$ cat src/shared/instr_decode_map.svh
`ifndef INSTR_DECODE_MAP_SVH
`define INSTR_DECODE_MAP_SVH

`define IWORD_W        14
`define PC_W           15
`define STACK_DEPTH    16
`define OSC_PER_CYCLE  4
`define NOP_WORD       14'h0000
`define PC_RESET       15'h0000
`define INDIRECT_BASE  7'h00
`define INDIRECT_MASK  7'h7e

`define OP_CALL        14'b10_0???_????_????
`define OP_JUMP        14'b10_1???_????_????
`define OP_RETURN      14'b00_0000_0000_1000
`define OP_RETINT      14'b00_0000_0000_1001
`define OP_WCALL       14'b00_0000_0000_1010
`define OP_WBR         14'b00_0000_0000_1011
`define OP_MOVIW       14'b00_0000_0001_0???
`define OP_MOVWI       14'b00_0000_0001_1???
`define OP_CLRW        14'b00_0001_0000_00??
`define OP_MOVWF       14'b00_0000_1???_????
`define OP_DECSKIP     14'b00_1011_????_????
`define OP_INCSKIP     14'b00_1111_????_????
`define OP_BCF         14'b01_00??_????_????
`define OP_BSF         14'b01_01??_????_????
`define OP_SKIPCLR     14'b01_10??_????_????
`define OP_SKIPSET     14'b01_11??_????_????
`define OP_MOVLW       14'b11_0000_????_????
`define OP_RELBR       14'b11_001?_????_????
`define OP_RETK        14'b11_0100_????_????
`define OP_LSLF        14'b11_0101_????_????
`define OP_LSRF        14'b11_0110_????_????
`define OP_ASRF        14'b11_0111_????_????
`define OP_IORLW       14'b11_1000_????_????
`define OP_ANDLW       14'b11_1001_????_????
`define OP_XORLW       14'b11_1010_????_????
`define OP_SUBWFB      14'b11_1011_????_????
`define OP_SUBLW       14'b11_1100_????_????
`define OP_ADDWFC      14'b11_1101_????_????
`define OP_ADDLW       14'b11_1110_????_????

`endif

$ cat src/shared/instr_decode_pkg.sv
package instr_decode_pkg;
    typedef enum logic [1:0] {CLASS_BYTE, CLASS_BIT, CLASS_LITCTL} op_class_e;
    typedef enum logic [1:0] {PH_DECODE, PH_READ, PH_MODIFY, PH_STORE} phase_e;
    typedef enum logic [1:0] {
        STEP_PRE_INC, STEP_PRE_DEC, STEP_POST_INC, STEP_POST_DEC
    } pointer_step_mode_e;
    typedef enum logic [4:0] {
        ALU_PASS_F, ALU_PASS_W, ALU_ZERO, ALU_ADD, ALU_ADDC, ALU_SUB, ALU_SUBB,
        ALU_AND, ALU_IOR, ALU_XOR, ALU_COM, ALU_INC, ALU_DEC, ALU_RR, ALU_RL,
        ALU_SWAP, ALU_ASR, ALU_LSL, ALU_LSR, ALU_BCLR, ALU_BSET
    } alu_op_e;
endpackage : instr_decode_pkg

$ cat src/return_stack.sv
`include "instr_decode_map.svh"

module return_stack #(
    parameter int DEPTH = `STACK_DEPTH,
    parameter int WIDTH = `PC_W
) (
    // clock and reset
    input  wire logic             clk_i,
    input  wire logic             rst_i,
    // stack access
    input  wire logic             push_i,
    input  wire logic             pop_i,
    input  wire logic [WIDTH-1:0] push_data_i,
    output logic      [WIDTH-1:0] top_o
);
    localparam int AW = $clog2(DEPTH);

    logic [WIDTH-1:0] mem [DEPTH];
    logic [AW-1:0]    ptr;
    wire  [AW-1:0]    top_idx = ptr - AW'(1);

    // circular: overflow silently overwrites the oldest entry
    always_ff @(posedge clk_i) begin
        if (rst_i) begin
            ptr <= '0;
        end else if (push_i) begin
            ptr <= ptr + AW'(1);
        end else if (pop_i) begin
            ptr <= top_idx;
        end
    end

    always_ff @(posedge clk_i) begin
        if (push_i) begin
            mem[ptr] <= push_data_i;
        end
    end

    always_ff @(posedge clk_i) begin
        if (rst_i) begin
            top_o <= '0;
        end else begin
            top_o <= mem[top_idx];
        end
    end
endmodule : return_stack

$ cat src/instr_decode_timing.sv
// What this block does
// - each instruction is one 14-bit word
// - classify byte, bit, literal/control groups
// - single cycle except flow, taken skips and indirect access into program memory
// - both calls take two cycles
// - all three returns take two cycles
// - jumps, branches, taken skips take two
// - file field addresses 0x00 to 0x7F
// - bit field picks one of eight bits
// - destination bit zero W, one file
// - pointer field picks pair zero or one
// - decode pointer pre/post increment/decrement mode
// - don't-care bits ignored, software writes zero
// - extra cycle for indirect into program memory
// - instruction cycle is four clocks
// - file operands read, modify, then store
// - write-only file operands still read first
//
// Decided for this implementation: strobed register access and the placing of the registers.
`include "instr_decode_map.svh"

module instr_decode_timing (
    // clock and reset
    input  wire logic                                MCLK_I,
    input  wire logic                                SRST_I,
    // program memory
    output logic      [`PC_W-1:0]                    PM_ADDR_O,
    input  wire logic [`IWORD_W-1:0]                 PM_DATA_I,
    // file register space
    output logic      [6:0]                          FILE_ADDR_O,
    output logic                                     FILE_RD_O,
    input  wire logic [7:0]                          FILE_RDATA_I,
    output logic                                     FILE_WR_O,
    output logic      [7:0]                          FILE_WDATA_O,
    input  wire logic [1:0]                          INDIRECT_PM_I,
    // indirect pointer stepping
    output logic                                     PTR_STEP_O,
    output logic                                     PTR_SEL_O,
    output instr_decode_pkg::pointer_step_mode_e     STEP_MODE_O,
    // decode and status
    output instr_decode_pkg::op_class_e              OP_CLASS_O,
    output logic      [2:0]                          BIT_FIELD_O,
    output logic                                     DEST_FILE_O,
    output logic      [7:0]                          W_O,
    output logic                                     ZERO_O,
    output logic                                     CARRY_O,
    output logic                                     CYCLE_START_O,
    output logic                                     NOP_CYCLE_O
);
    import instr_decode_pkg::*;

    phase_e            phase;
    phase_e            next_phase;
    logic [`IWORD_W-1:0] ir;
    logic [`PC_W-1:0]  pc;
    logic [`PC_W-1:0]  next_pc;
    logic [`PC_W-1:0]  stack_top;
    logic [7:0]        w;
    logic [7:0]        result;
    logic [7:0]        alu_a;
    logic [7:0]        alu_res;
    logic [6:0]        file_addr;
    logic              zf;
    logic              cf;
    logic              res_c;
    logic              next_c;
    logic              skip_hit;
    logic              extra_done;
    logic              stall;
    logic              flushed;
    alu_op_e           alu_op;

    // instruction decode
    wire is_misc    = (ir[13:7] == 7'h00);
    wire is_byte00  = (ir[13:12] == 2'b00) && !is_misc;
    wire is_byte11  = (ir ==? `OP_LSLF) || (ir ==? `OP_LSRF) || (ir ==? `OP_ASRF)
                    || (ir ==? `OP_SUBWFB) || (ir ==? `OP_ADDWFC);
    wire is_byte    = is_byte00 || is_byte11;
    wire is_bitop   = (ir[13:12] == 2'b01);
    wire is_clrw    = (ir ==? `OP_CLRW);
    wire is_movwf   = (ir ==? `OP_MOVWF);
    wire is_skipcnt = (ir ==? `OP_DECSKIP) || (ir ==? `OP_INCSKIP);
    wire is_bcf     = (ir ==? `OP_BCF);
    wire is_bsf     = (ir ==? `OP_BSF);
    wire is_skipclr = (ir ==? `OP_SKIPCLR);
    wire is_skipset = (ir ==? `OP_SKIPSET);
    wire is_call    = (ir ==? `OP_CALL);
    wire is_jump    = (ir ==? `OP_JUMP);
    wire is_wcall   = (ir ==? `OP_WCALL);
    wire is_relbr   = (ir ==? `OP_RELBR);
    wire is_wbr     = (ir ==? `OP_WBR);
    wire is_retk    = (ir ==? `OP_RETK);
    wire is_ret     = (ir ==? `OP_RETURN) || (ir ==? `OP_RETINT) || is_retk;
    wire is_moviw   = (ir ==? `OP_MOVIW);
    wire is_movwi   = (ir ==? `OP_MOVWI);
    wire is_movlw   = (ir ==? `OP_MOVLW);
    wire is_iorlw   = (ir ==? `OP_IORLW);
    wire is_andlw   = (ir ==? `OP_ANDLW);
    wire is_xorlw   = (ir ==? `OP_XORLW);
    wire is_sublw   = (ir ==? `OP_SUBLW);
    wire is_addlw   = (ir ==? `OP_ADDLW);
    wire lit_alu    = is_movlw || is_retk || is_iorlw || is_andlw || is_xorlw
                    || is_sublw || is_addlw;
    wire uses_ptr   = is_moviw || is_movwi;
    wire is_btest   = is_skipclr || is_skipset;
    wire is_skip    = is_btest || is_skipcnt;

    // clear-w carries two don't-care bits in its file field: no access at all
    wire uses_file  = (is_byte && !is_clrw) || is_bitop || uses_ptr;
    wire [6:0] addr_field = uses_ptr ? (`INDIRECT_BASE | {6'h00, ir[2]}) : ir[6:0];
    wire ptr_sel    = uses_ptr ? ir[2] : ir[0];
    wire ind_hit    = uses_file && ((addr_field & `INDIRECT_MASK) == `INDIRECT_BASE);
    wire need_extra = ind_hit && INDIRECT_PM_I[ptr_sel] && !extra_done;
    wire dest_w     = (is_byte && !ir[7]) || lit_alu || is_moviw;
    wire dest_file  = (is_byte && ir[7]) || is_bcf || is_bsf || is_movwi;
    wire [2:0] bit_sel = ir[9:7];
    wire [7:0] bit_mask = 8'h01 << bit_sel;
    wire do_store   = (phase == PH_STORE) && !stall;
    wire flow_jump  = is_call || is_wcall || is_jump || is_relbr || is_wbr || is_ret;
    wire flow_taken = flow_jump || (is_skip && skip_hit);
    wire z_upd      = (is_byte || (lit_alu && !is_movlw && !is_retk)) && !is_skipcnt
                    && !is_movwf && (alu_op != ALU_RR) && (alu_op != ALU_RL)
                    && (alu_op != ALU_SWAP);
    wire c_upd      = (alu_op == ALU_ADD) || (alu_op == ALU_ADDC) || (alu_op == ALU_SUB)
                    || (alu_op == ALU_SUBB) || (alu_op == ALU_RR) || (alu_op == ALU_RL)
                    || (alu_op == ALU_ASR) || (alu_op == ALU_LSL) || (alu_op == ALU_LSR);
    wire bit_now    = FILE_RDATA_I[bit_sel];
    wire skip_cond  = (is_skipclr && !bit_now) || (is_skipset && bit_now)
                    || (is_skipcnt && (alu_res == 8'h00));
    wire [`PC_W-1:0] rel_off = {{6{ir[8]}}, ir[8:0]};

    // operation group
    assign OP_CLASS_O = is_byte ? CLASS_BYTE : (is_bitop ? CLASS_BIT : CLASS_LITCTL);

    // byte-group nibble and literal ops share one alu
    always_comb begin
        alu_op = ALU_PASS_F;
        if (is_byte00) begin
            unique case (ir[11:8])
                4'h0: alu_op = ALU_PASS_W;
                4'h1: alu_op = ALU_ZERO;
                4'h2: alu_op = ALU_SUB;
                4'h3: alu_op = ALU_DEC;
                4'h4: alu_op = ALU_IOR;
                4'h5: alu_op = ALU_AND;
                4'h6: alu_op = ALU_XOR;
                4'h7: alu_op = ALU_ADD;
                4'h8: alu_op = ALU_PASS_F;
                4'h9: alu_op = ALU_COM;
                4'ha: alu_op = ALU_INC;
                4'hb: alu_op = ALU_DEC;
                4'hc: alu_op = ALU_RR;
                4'hd: alu_op = ALU_RL;
                4'he: alu_op = ALU_SWAP;
                4'hf: alu_op = ALU_INC;
            endcase
        end else if (ir ==? `OP_LSLF) begin
            alu_op = ALU_LSL;
        end else if (ir ==? `OP_LSRF) begin
            alu_op = ALU_LSR;
        end else if (ir ==? `OP_ASRF) begin
            alu_op = ALU_ASR;
        end else if (ir ==? `OP_SUBWFB) begin
            alu_op = ALU_SUBB;
        end else if (ir ==? `OP_ADDWFC) begin
            alu_op = ALU_ADDC;
        end else if (is_bcf) begin
            alu_op = ALU_BCLR;
        end else if (is_bsf) begin
            alu_op = ALU_BSET;
        end else if (is_movwi) begin
            alu_op = ALU_PASS_W;
        end else if (is_iorlw) begin
            alu_op = ALU_IOR;
        end else if (is_andlw) begin
            alu_op = ALU_AND;
        end else if (is_xorlw) begin
            alu_op = ALU_XOR;
        end else if (is_sublw) begin
            alu_op = ALU_SUB;
        end else if (is_addlw) begin
            alu_op = ALU_ADD;
        end
    end

    // modify step: literal or freshly read file data
    assign alu_a = lit_alu ? ir[7:0] : FILE_RDATA_I;

    always_comb begin
        alu_res = alu_a;
        next_c  = cf;
        unique case (alu_op)
            ALU_PASS_F: alu_res = alu_a;
            ALU_PASS_W: alu_res = w;
            ALU_ZERO:   alu_res = 8'h00;
            ALU_ADD:    {next_c, alu_res} = {1'b0, alu_a} + {1'b0, w};
            ALU_ADDC:   {next_c, alu_res} = {1'b0, alu_a} + {1'b0, w} + {8'h00, cf};
            ALU_SUB:    {next_c, alu_res} = {1'b0, alu_a} + {1'b0, ~w} + 9'h001;
            ALU_SUBB:   {next_c, alu_res} = {1'b0, alu_a} + {1'b0, ~w} + {8'h00, cf};
            ALU_AND:    alu_res = alu_a & w;
            ALU_IOR:    alu_res = alu_a | w;
            ALU_XOR:    alu_res = alu_a ^ w;
            ALU_COM:    alu_res = ~alu_a;
            ALU_INC:    alu_res = alu_a + 8'h01;
            ALU_DEC:    alu_res = alu_a - 8'h01;
            ALU_RR:     {alu_res, next_c} = {cf, alu_a};
            ALU_RL:     {next_c, alu_res} = {alu_a, cf};
            ALU_SWAP:   alu_res = {alu_a[3:0], alu_a[7:4]};
            ALU_ASR:    {alu_res, next_c} = {alu_a[7], alu_a};
            ALU_LSL:    {next_c, alu_res} = {alu_a, 1'b0};
            ALU_LSR:    {alu_res, next_c} = {1'b0, alu_a};
            ALU_BCLR:   alu_res = alu_a & ~bit_mask;
            ALU_BSET:   alu_res = alu_a | bit_mask;
        endcase
    end

    // flow target selection
    always_comb begin
        next_pc = pc + `PC_W'(1);
        if (is_call || is_jump) begin
            next_pc = {pc[14:11], ir[10:0]};
        end else if (is_wcall) begin
            next_pc = {pc[14:8], w};
        end else if (is_relbr) begin
            next_pc = pc + rel_off;
        end else if (is_wbr) begin
            next_pc = pc + {7'h00, w};
        end else if (is_ret) begin
            next_pc = stack_top;
        end
    end

    // four-clock instruction cycle
    always_comb begin
        unique case (phase)
            PH_DECODE: next_phase = PH_READ;
            PH_READ:   next_phase = PH_MODIFY;
            PH_MODIFY: next_phase = PH_STORE;
            PH_STORE:  next_phase = PH_DECODE;
        endcase
    end

    always_ff @(posedge MCLK_I) begin
        if (SRST_I) begin
            phase <= PH_DECODE;
        end else begin
            phase <= next_phase;
        end
    end

    // stall decision frozen for the whole cycle, so a pointer change mid-cycle is harmless
    always_ff @(posedge MCLK_I) begin
        if (SRST_I) begin
            stall     <= 1'b0;
            file_addr <= 7'h00;
        end else if (phase == PH_DECODE) begin
            stall     <= need_extra;
            file_addr <= uses_file ? addr_field : 7'h00;
        end
    end

    always_ff @(posedge MCLK_I) begin
        if (SRST_I) begin
            result   <= 8'h00;
            res_c    <= 1'b0;
            skip_hit <= 1'b0;
        end else if (phase == PH_MODIFY) begin
            result   <= alu_res;
            res_c    <= next_c;
            skip_hit <= skip_cond;
        end
    end

    // store step, fetch and flush
    always_ff @(posedge MCLK_I) begin
        if (SRST_I) begin
            ir         <= `NOP_WORD;
            pc         <= `PC_RESET;
            flushed    <= 1'b0;
            extra_done <= 1'b0;
        end else if (phase == PH_STORE) begin
            if (stall) begin
                extra_done <= 1'b1;
            end else begin
                ir         <= flow_taken ? `NOP_WORD : PM_DATA_I;
                pc         <= next_pc;
                flushed    <= flow_taken;
                extra_done <= 1'b0;
            end
        end
    end

    always_ff @(posedge MCLK_I) begin
        if (SRST_I) begin
            w  <= 8'h00;
            zf <= 1'b0;
            cf <= 1'b0;
        end else if (do_store) begin
            if (dest_w) begin
                w <= result;
            end
            if (z_upd) begin
                zf <= (result == 8'h00);
            end
            if (c_upd) begin
                cf <= res_c;
            end
        end
    end

    return_stack u_stack (
        .clk_i       (MCLK_I),
        .rst_i       (SRST_I),
        .push_i      (do_store && (is_call || is_wcall)),
        .pop_i       (do_store && is_ret),
        .push_data_i (pc),
        .top_o       (stack_top)
    );

    // strobes stay combinational; data come from flops
    assign FILE_RD_O     = (phase == PH_READ) && uses_file && !stall;
    assign FILE_WR_O     = do_store && dest_file;
    assign FILE_WDATA_O  = result;
    assign FILE_ADDR_O   = file_addr;
    assign PTR_STEP_O    = do_store && uses_ptr;
    assign PTR_SEL_O     = ptr_sel;
    assign STEP_MODE_O   = pointer_step_mode_e'(ir[1:0]);
    assign BIT_FIELD_O   = bit_sel;
    assign DEST_FILE_O   = dest_file;
    assign PM_ADDR_O     = pc;
    assign W_O           = w;
    assign ZERO_O        = zf;
    assign CARRY_O       = cf;
    assign CYCLE_START_O = (phase == PH_DECODE);
    assign NOP_CYCLE_O   = flushed;
endmodule : instr_decode_timing

$ cat config.mk
export PLATFORM = sky130hd
export DESIGN_NAME = instr_decode_timing
export DESIGN_NICKNAME = d
export VERILOG_FILES = /design/src/shared/instr_decode_pkg.sv /design/src/return_stack.sv /design/src/instr_decode_timing.sv
export VERILOG_INCLUDE_DIRS = /design/src /design/src/shared
export SDC_FILE = /design/constraint.sdc
export NUM_CORES = 1
export LEC_CHECK = 0
export ABC_CLOCK_PERIOD_IN_PS = 4750
export BUFFER_PORTS_ARGS = -buffer_cell sky130_fd_sc_hd__clkbuf_2
export CAP_MARGIN = 20
export CORE_AREA = 2 2 259 261
export CTS_BUF_LIST = sky130_fd_sc_hd__clkbuf_8
export DETAILED_ROUTE_END_ITERATION = 10
export DIE_AREA = 0 0 261 263
export PLACE_DENSITY = 0.46
export REMOVE_ABC_BUFFERS = 1
export SYNTH_ARGS = -nofsm -noshare
export SYNTH_HDL_FRONTEND = slang
export SYNTH_SLANG_ARGS = --single-unit
$ cat constraint.sdc
create_clock -name MCLK_I -period 4.75 [get_ports MCLK_I]
set_input_delay 0.2375 -clock MCLK_I [delete_from_list [all_inputs] [get_ports MCLK_I]]
set_output_delay 0.2375 -clock MCLK_I [all_outputs]
set_load 0.05 [all_outputs]
==> flow_summary.json <==
{
  "outcome": "finished clean",
  "die_x_um": 261,
  "relSlewSlack_pct": 33.3,
  "antenna_cells": 0,
  "critPathMaxFanout": 11,
  "routed_wirelength_um": 59400,
  "htree_num_levels": 2,
  "setup-tns-final_ns": 0,
  "hold_viol": 0,
  "p_leak_nw": 7.56,
  "critPathCapture": "skip_hit",
  "synth_edf_count": 240,
  "worstSetupStartpoint": "ir[8]",
  "gp_congestion": 0.943,
  "n_fill_cell": 6689,
  "yosysWarnings": 0,
  "hold_path_depth": 4,
  "num_rows": 94,
  "core_area_um2": 65600,
  "fin_nets": 1823,
  "yosysMostFrequentCell": "edfxtp_1",
  "finalSetupViolCount": 0,
  "worst_slew_pin_slew_ns": 0.993,
  "grt_pass1_wl_um": 89800,
  "stdcell_count": 2638,
  "dp_cells": 2518,
  "preCtsSetupSlack_ns": 0.00219,
  "async_flop_share_pct": 0,
  "grt_max_degree": 49,
  "ir_worst_vdd_v": 0.000227,
  "area_delta_synth_final_pct": 20.0,
  "synth.area.top_cells": "edfxtp_1 (41%), dfxtp_1 (9.5%), mux4_2 (8.2%), ha_1 (4.6%), nor2_1 (3.0%)",
  "die-area_um2": 68600,
  "synth.largest_area_cell": "edfxtp_1",
  "drc": 0,
  "dpl.hpwl_um": 42000,
  "antenna_found_initial": 2,
  "tritoncts": "yes",
  "cp.arrival_ns": 5.11,
  "fin_crit_ns": 4.52,
  "synth_cell_types": 93,
  "wl_per_cell_um": 22.5,
  "initial_core_util_pct": 26.9,
  "worst_slack_ns": 0.230,
  "die_y_um": 263,
  "root_buffer": "clkbuf_8",
  "netlist_area_um2": 17600,
  "vias_per_cell": 5.25,
  "cts_max_path_buffers": 3,
  "cp-start-kind": "flip-flop",
  "post_cts_buffers": 0,
  "rr_startpoint": "ir[8]",
  "worstSetupPathType": "reg -> reg",
  "final_util_pct": 32.3,
  "boundaryPins": 80,
  "vias": 13800,
  "timing.final.max_slew_violations": 0,
  "overflow": 0,
  "avgSynthCellArea_um2": 11.5,
  "numClockSinks": 324,
  "r2r_cells": 17,
  "worstPathRequired_ns": 5.35,
  "fmax_mhz": 221,
  "synthFlopType": "edfxtp_1",
  "r2r-end": "skip_hit",
  "regToRegSetupSlack_ns": 0.23,
  "yosysSeqAreaShare_pct": 50.4,
  "ys_ff_latch": 324,
  "netlist_top_cells_count": "edfxtp_1 (240), nor2_1 (141), dfxtp_1 (84)",
  "numCtsBuffers": 57,
  "endpoint_kind": "flip-flop",
  "grt_pass1_vias": 14100,
  "drive_above_1_share_pct": 22.8,
  "yosysTopAreaCellShare_pct": 40.8,
  "cts.clk_slew.worst_paths_ns": 0.06,
  "post-route-period-util_pct": 95.2,
  "ant_nets": 0,
  "skew_ns": 0.0698,
  "syn_inst": 1528,
  "insertion_delay_ns": 0.69,
  "port_buffers": 79,
  "first_iter_violations": 1257,
  "fin_hold_ws_ns": 0.0753,
  "hold_class": "in -> reg",
  "powerDensity_nw_per_um2": 358,
  "drv_cap": 0,
  "dr.pass1.iters": 5,
  "grt_usage_pct": 17.1
}
-- report_power, final --
| group | total (mW) | switching (mW) | internal, mW | leakage, nW |
|---|---|---|---|---|
| clock network | 2.63 | 1.24 | 1.39 | 0.652 |
| registers | 3.31 | 0.137 | 3.17 | 2.90 |
| logic | 1.65 | 1.09 | 0.564 | 4.00 |
| total | 7.58 | 2.46 | 5.13 | 7.56 |
-- logic make-up after synthesis --
logic type | Yosys count | synth area share [%]
xor+xnor | 59 | 2.93
fa+ha+maj | 70 | 5.18
compound gates | 385 | 15.3
mux | 101 | 10.3
flops | 324 | 50.4
buf+inv | 150 | 3.60
simple gates | 439 | 12.3
-- cell usage in the layout (no fill, tap or decap), types with 7 or more instances in the layout --
| cell type | netlist | routed |
|---|---|---|
| a211o_1 | 7 | 7 |
| a211oi_1 | 49 | 49 |
| a21o_1 | 11 | 11 |
| a21oi_1 | 80 | 80 |
| a221oi_1 | 17 | 17 |
| a22o_1 | 13 | 13 |
| a22oi_1 | 13 | 13 |
| a31oi_1 | 11 | 11 |
| and2_1 | 10 | 10 |
| and3_1 | 13 | 13 |
| buf_4 | 7 | 131 |
| clkbuf_2 | 0 | 79 |
| clkbuf_8 | 0 | 59 |
| clkinv_1 | 0 | 13 |
| clkinv_2 | 0 | 8 |
| dfxtp_1 | 84 | 82 |
| dlygate4sd3_1 | 0 | 14 |
| edfxtp_1 | 240 | 240 |
| ha_1 | 65 | 62 |
| inv_1 | 62 | 80 |
| mux2i_1 | 30 | 29 |
| mux4_2 | 64 | 64 |
| nand2_1 | 80 | 80 |
| nand2b_1 | 20 | 20 |
| nand3_1 | 41 | 41 |
| nand4_1 | 12 | 12 |
| nor2_1 | 141 | 141 |
| nor2b_1 | 27 | 27 |
| nor3_1 | 42 | 34 |
| nor3_2 | 5 | 12 |
| nor4_1 | 15 | 13 |
| o2111ai_1 | 8 | 8 |
| o211ai_1 | 16 | 16 |
| o21ai_0 | 62 | 62 |
| o221ai_1 | 11 | 11 |
| o22ai_1 | 12 | 12 |
| or3_1 | 9 | 9 |
| xnor2_1 | 31 | 27 |
| xor2_1 | 28 | 28 |
-- area by class of cell --
class / count / area (um2) / share of cell area, %
sequential: 324 / 8890 / 42.0
multi-input combinational: 1054 / 8250 / 38.9
timing repair buffer: 227 / 1570 / 7.41
tap: 864 / 1080 / 5.10
clock buffer: 59 / 812 / 3.83
clock inverter: 47 / 337 / 1.59
inverter: 63 / 236 / 1.12
-- stage by stage --
stage                     power [mW]  cell area [um2]
final                           7.58            21200
after global routing            7.92            21200
after CTS                       7.64            21100
after detailed placement        4.97            19800
after global placement          4.96            19800
after floorplan                 4.30            17200
-- worst min-delay path by stage --
stage / startpoint / endpoint / slack (ns)
global route: INDIRECT_PM_I[1] / stall / 0.07
global placement: extra_done / extra_done / 0.46
finish: INDIRECT_PM_I[0] / stall / 0.08
floorplan: SRST_I / FILE_ADDR_O[0] / 0.31
CTS: INDIRECT_PM_I[0] / stall / 0.03
detailed placement: PM_DATA_I[1] / ir[1] / 0.46
-- registers in the layout, summed over array words and instances (netlist names), named ones only --
signal         cells
res_c              1
FILE_WDATA_O       8
u_stack.mem      240
u_stack.top_o     15
NOP_CYCLE_O        1
skip_hit           1
PM_ADDR_O         15
ZERO_O             1
stall              1
ir                14
W_O                8
FILE_ADDR_O        7
phase              2
CARRY_O            1
u_stack.ptr        4
extra_done         1
-- critical path: stages, from the launching register on --
cell and delay [ns]:
dfxtp_1 0.37, inv_1 0.07, o211ai_1 0.27, buf_12 0.19, mux2_2 0.37, ha_2 0.43
inv_1 0.09, a221oi_1 0.33, buf_4 0.21, o21ai_0 0.10, a2111oi_0 0.44, nor3_1 0.12
xor2_1 0.29, xor2_1 0.19, nor2_1 0.07, a2111oi_2 0.46, nand4_1 0.14, a311oi_1 0.27
-- routing by layer --
layer  part of all wire (%)  track usage (%)
met3                    5.8             2.78
met5                      0                0
met1                     45             23.7
met4                    4.7             7.51
met2                     45             26.4
-- what timing repair did --
item,in CTS,in global routing
hold endpoints to repair,14,0
pin swaps,0,2
resized for setup,1,17
setup endpoints to repair,1,2
hold buffers,14,0
Power figures use the tool's default switching activity.
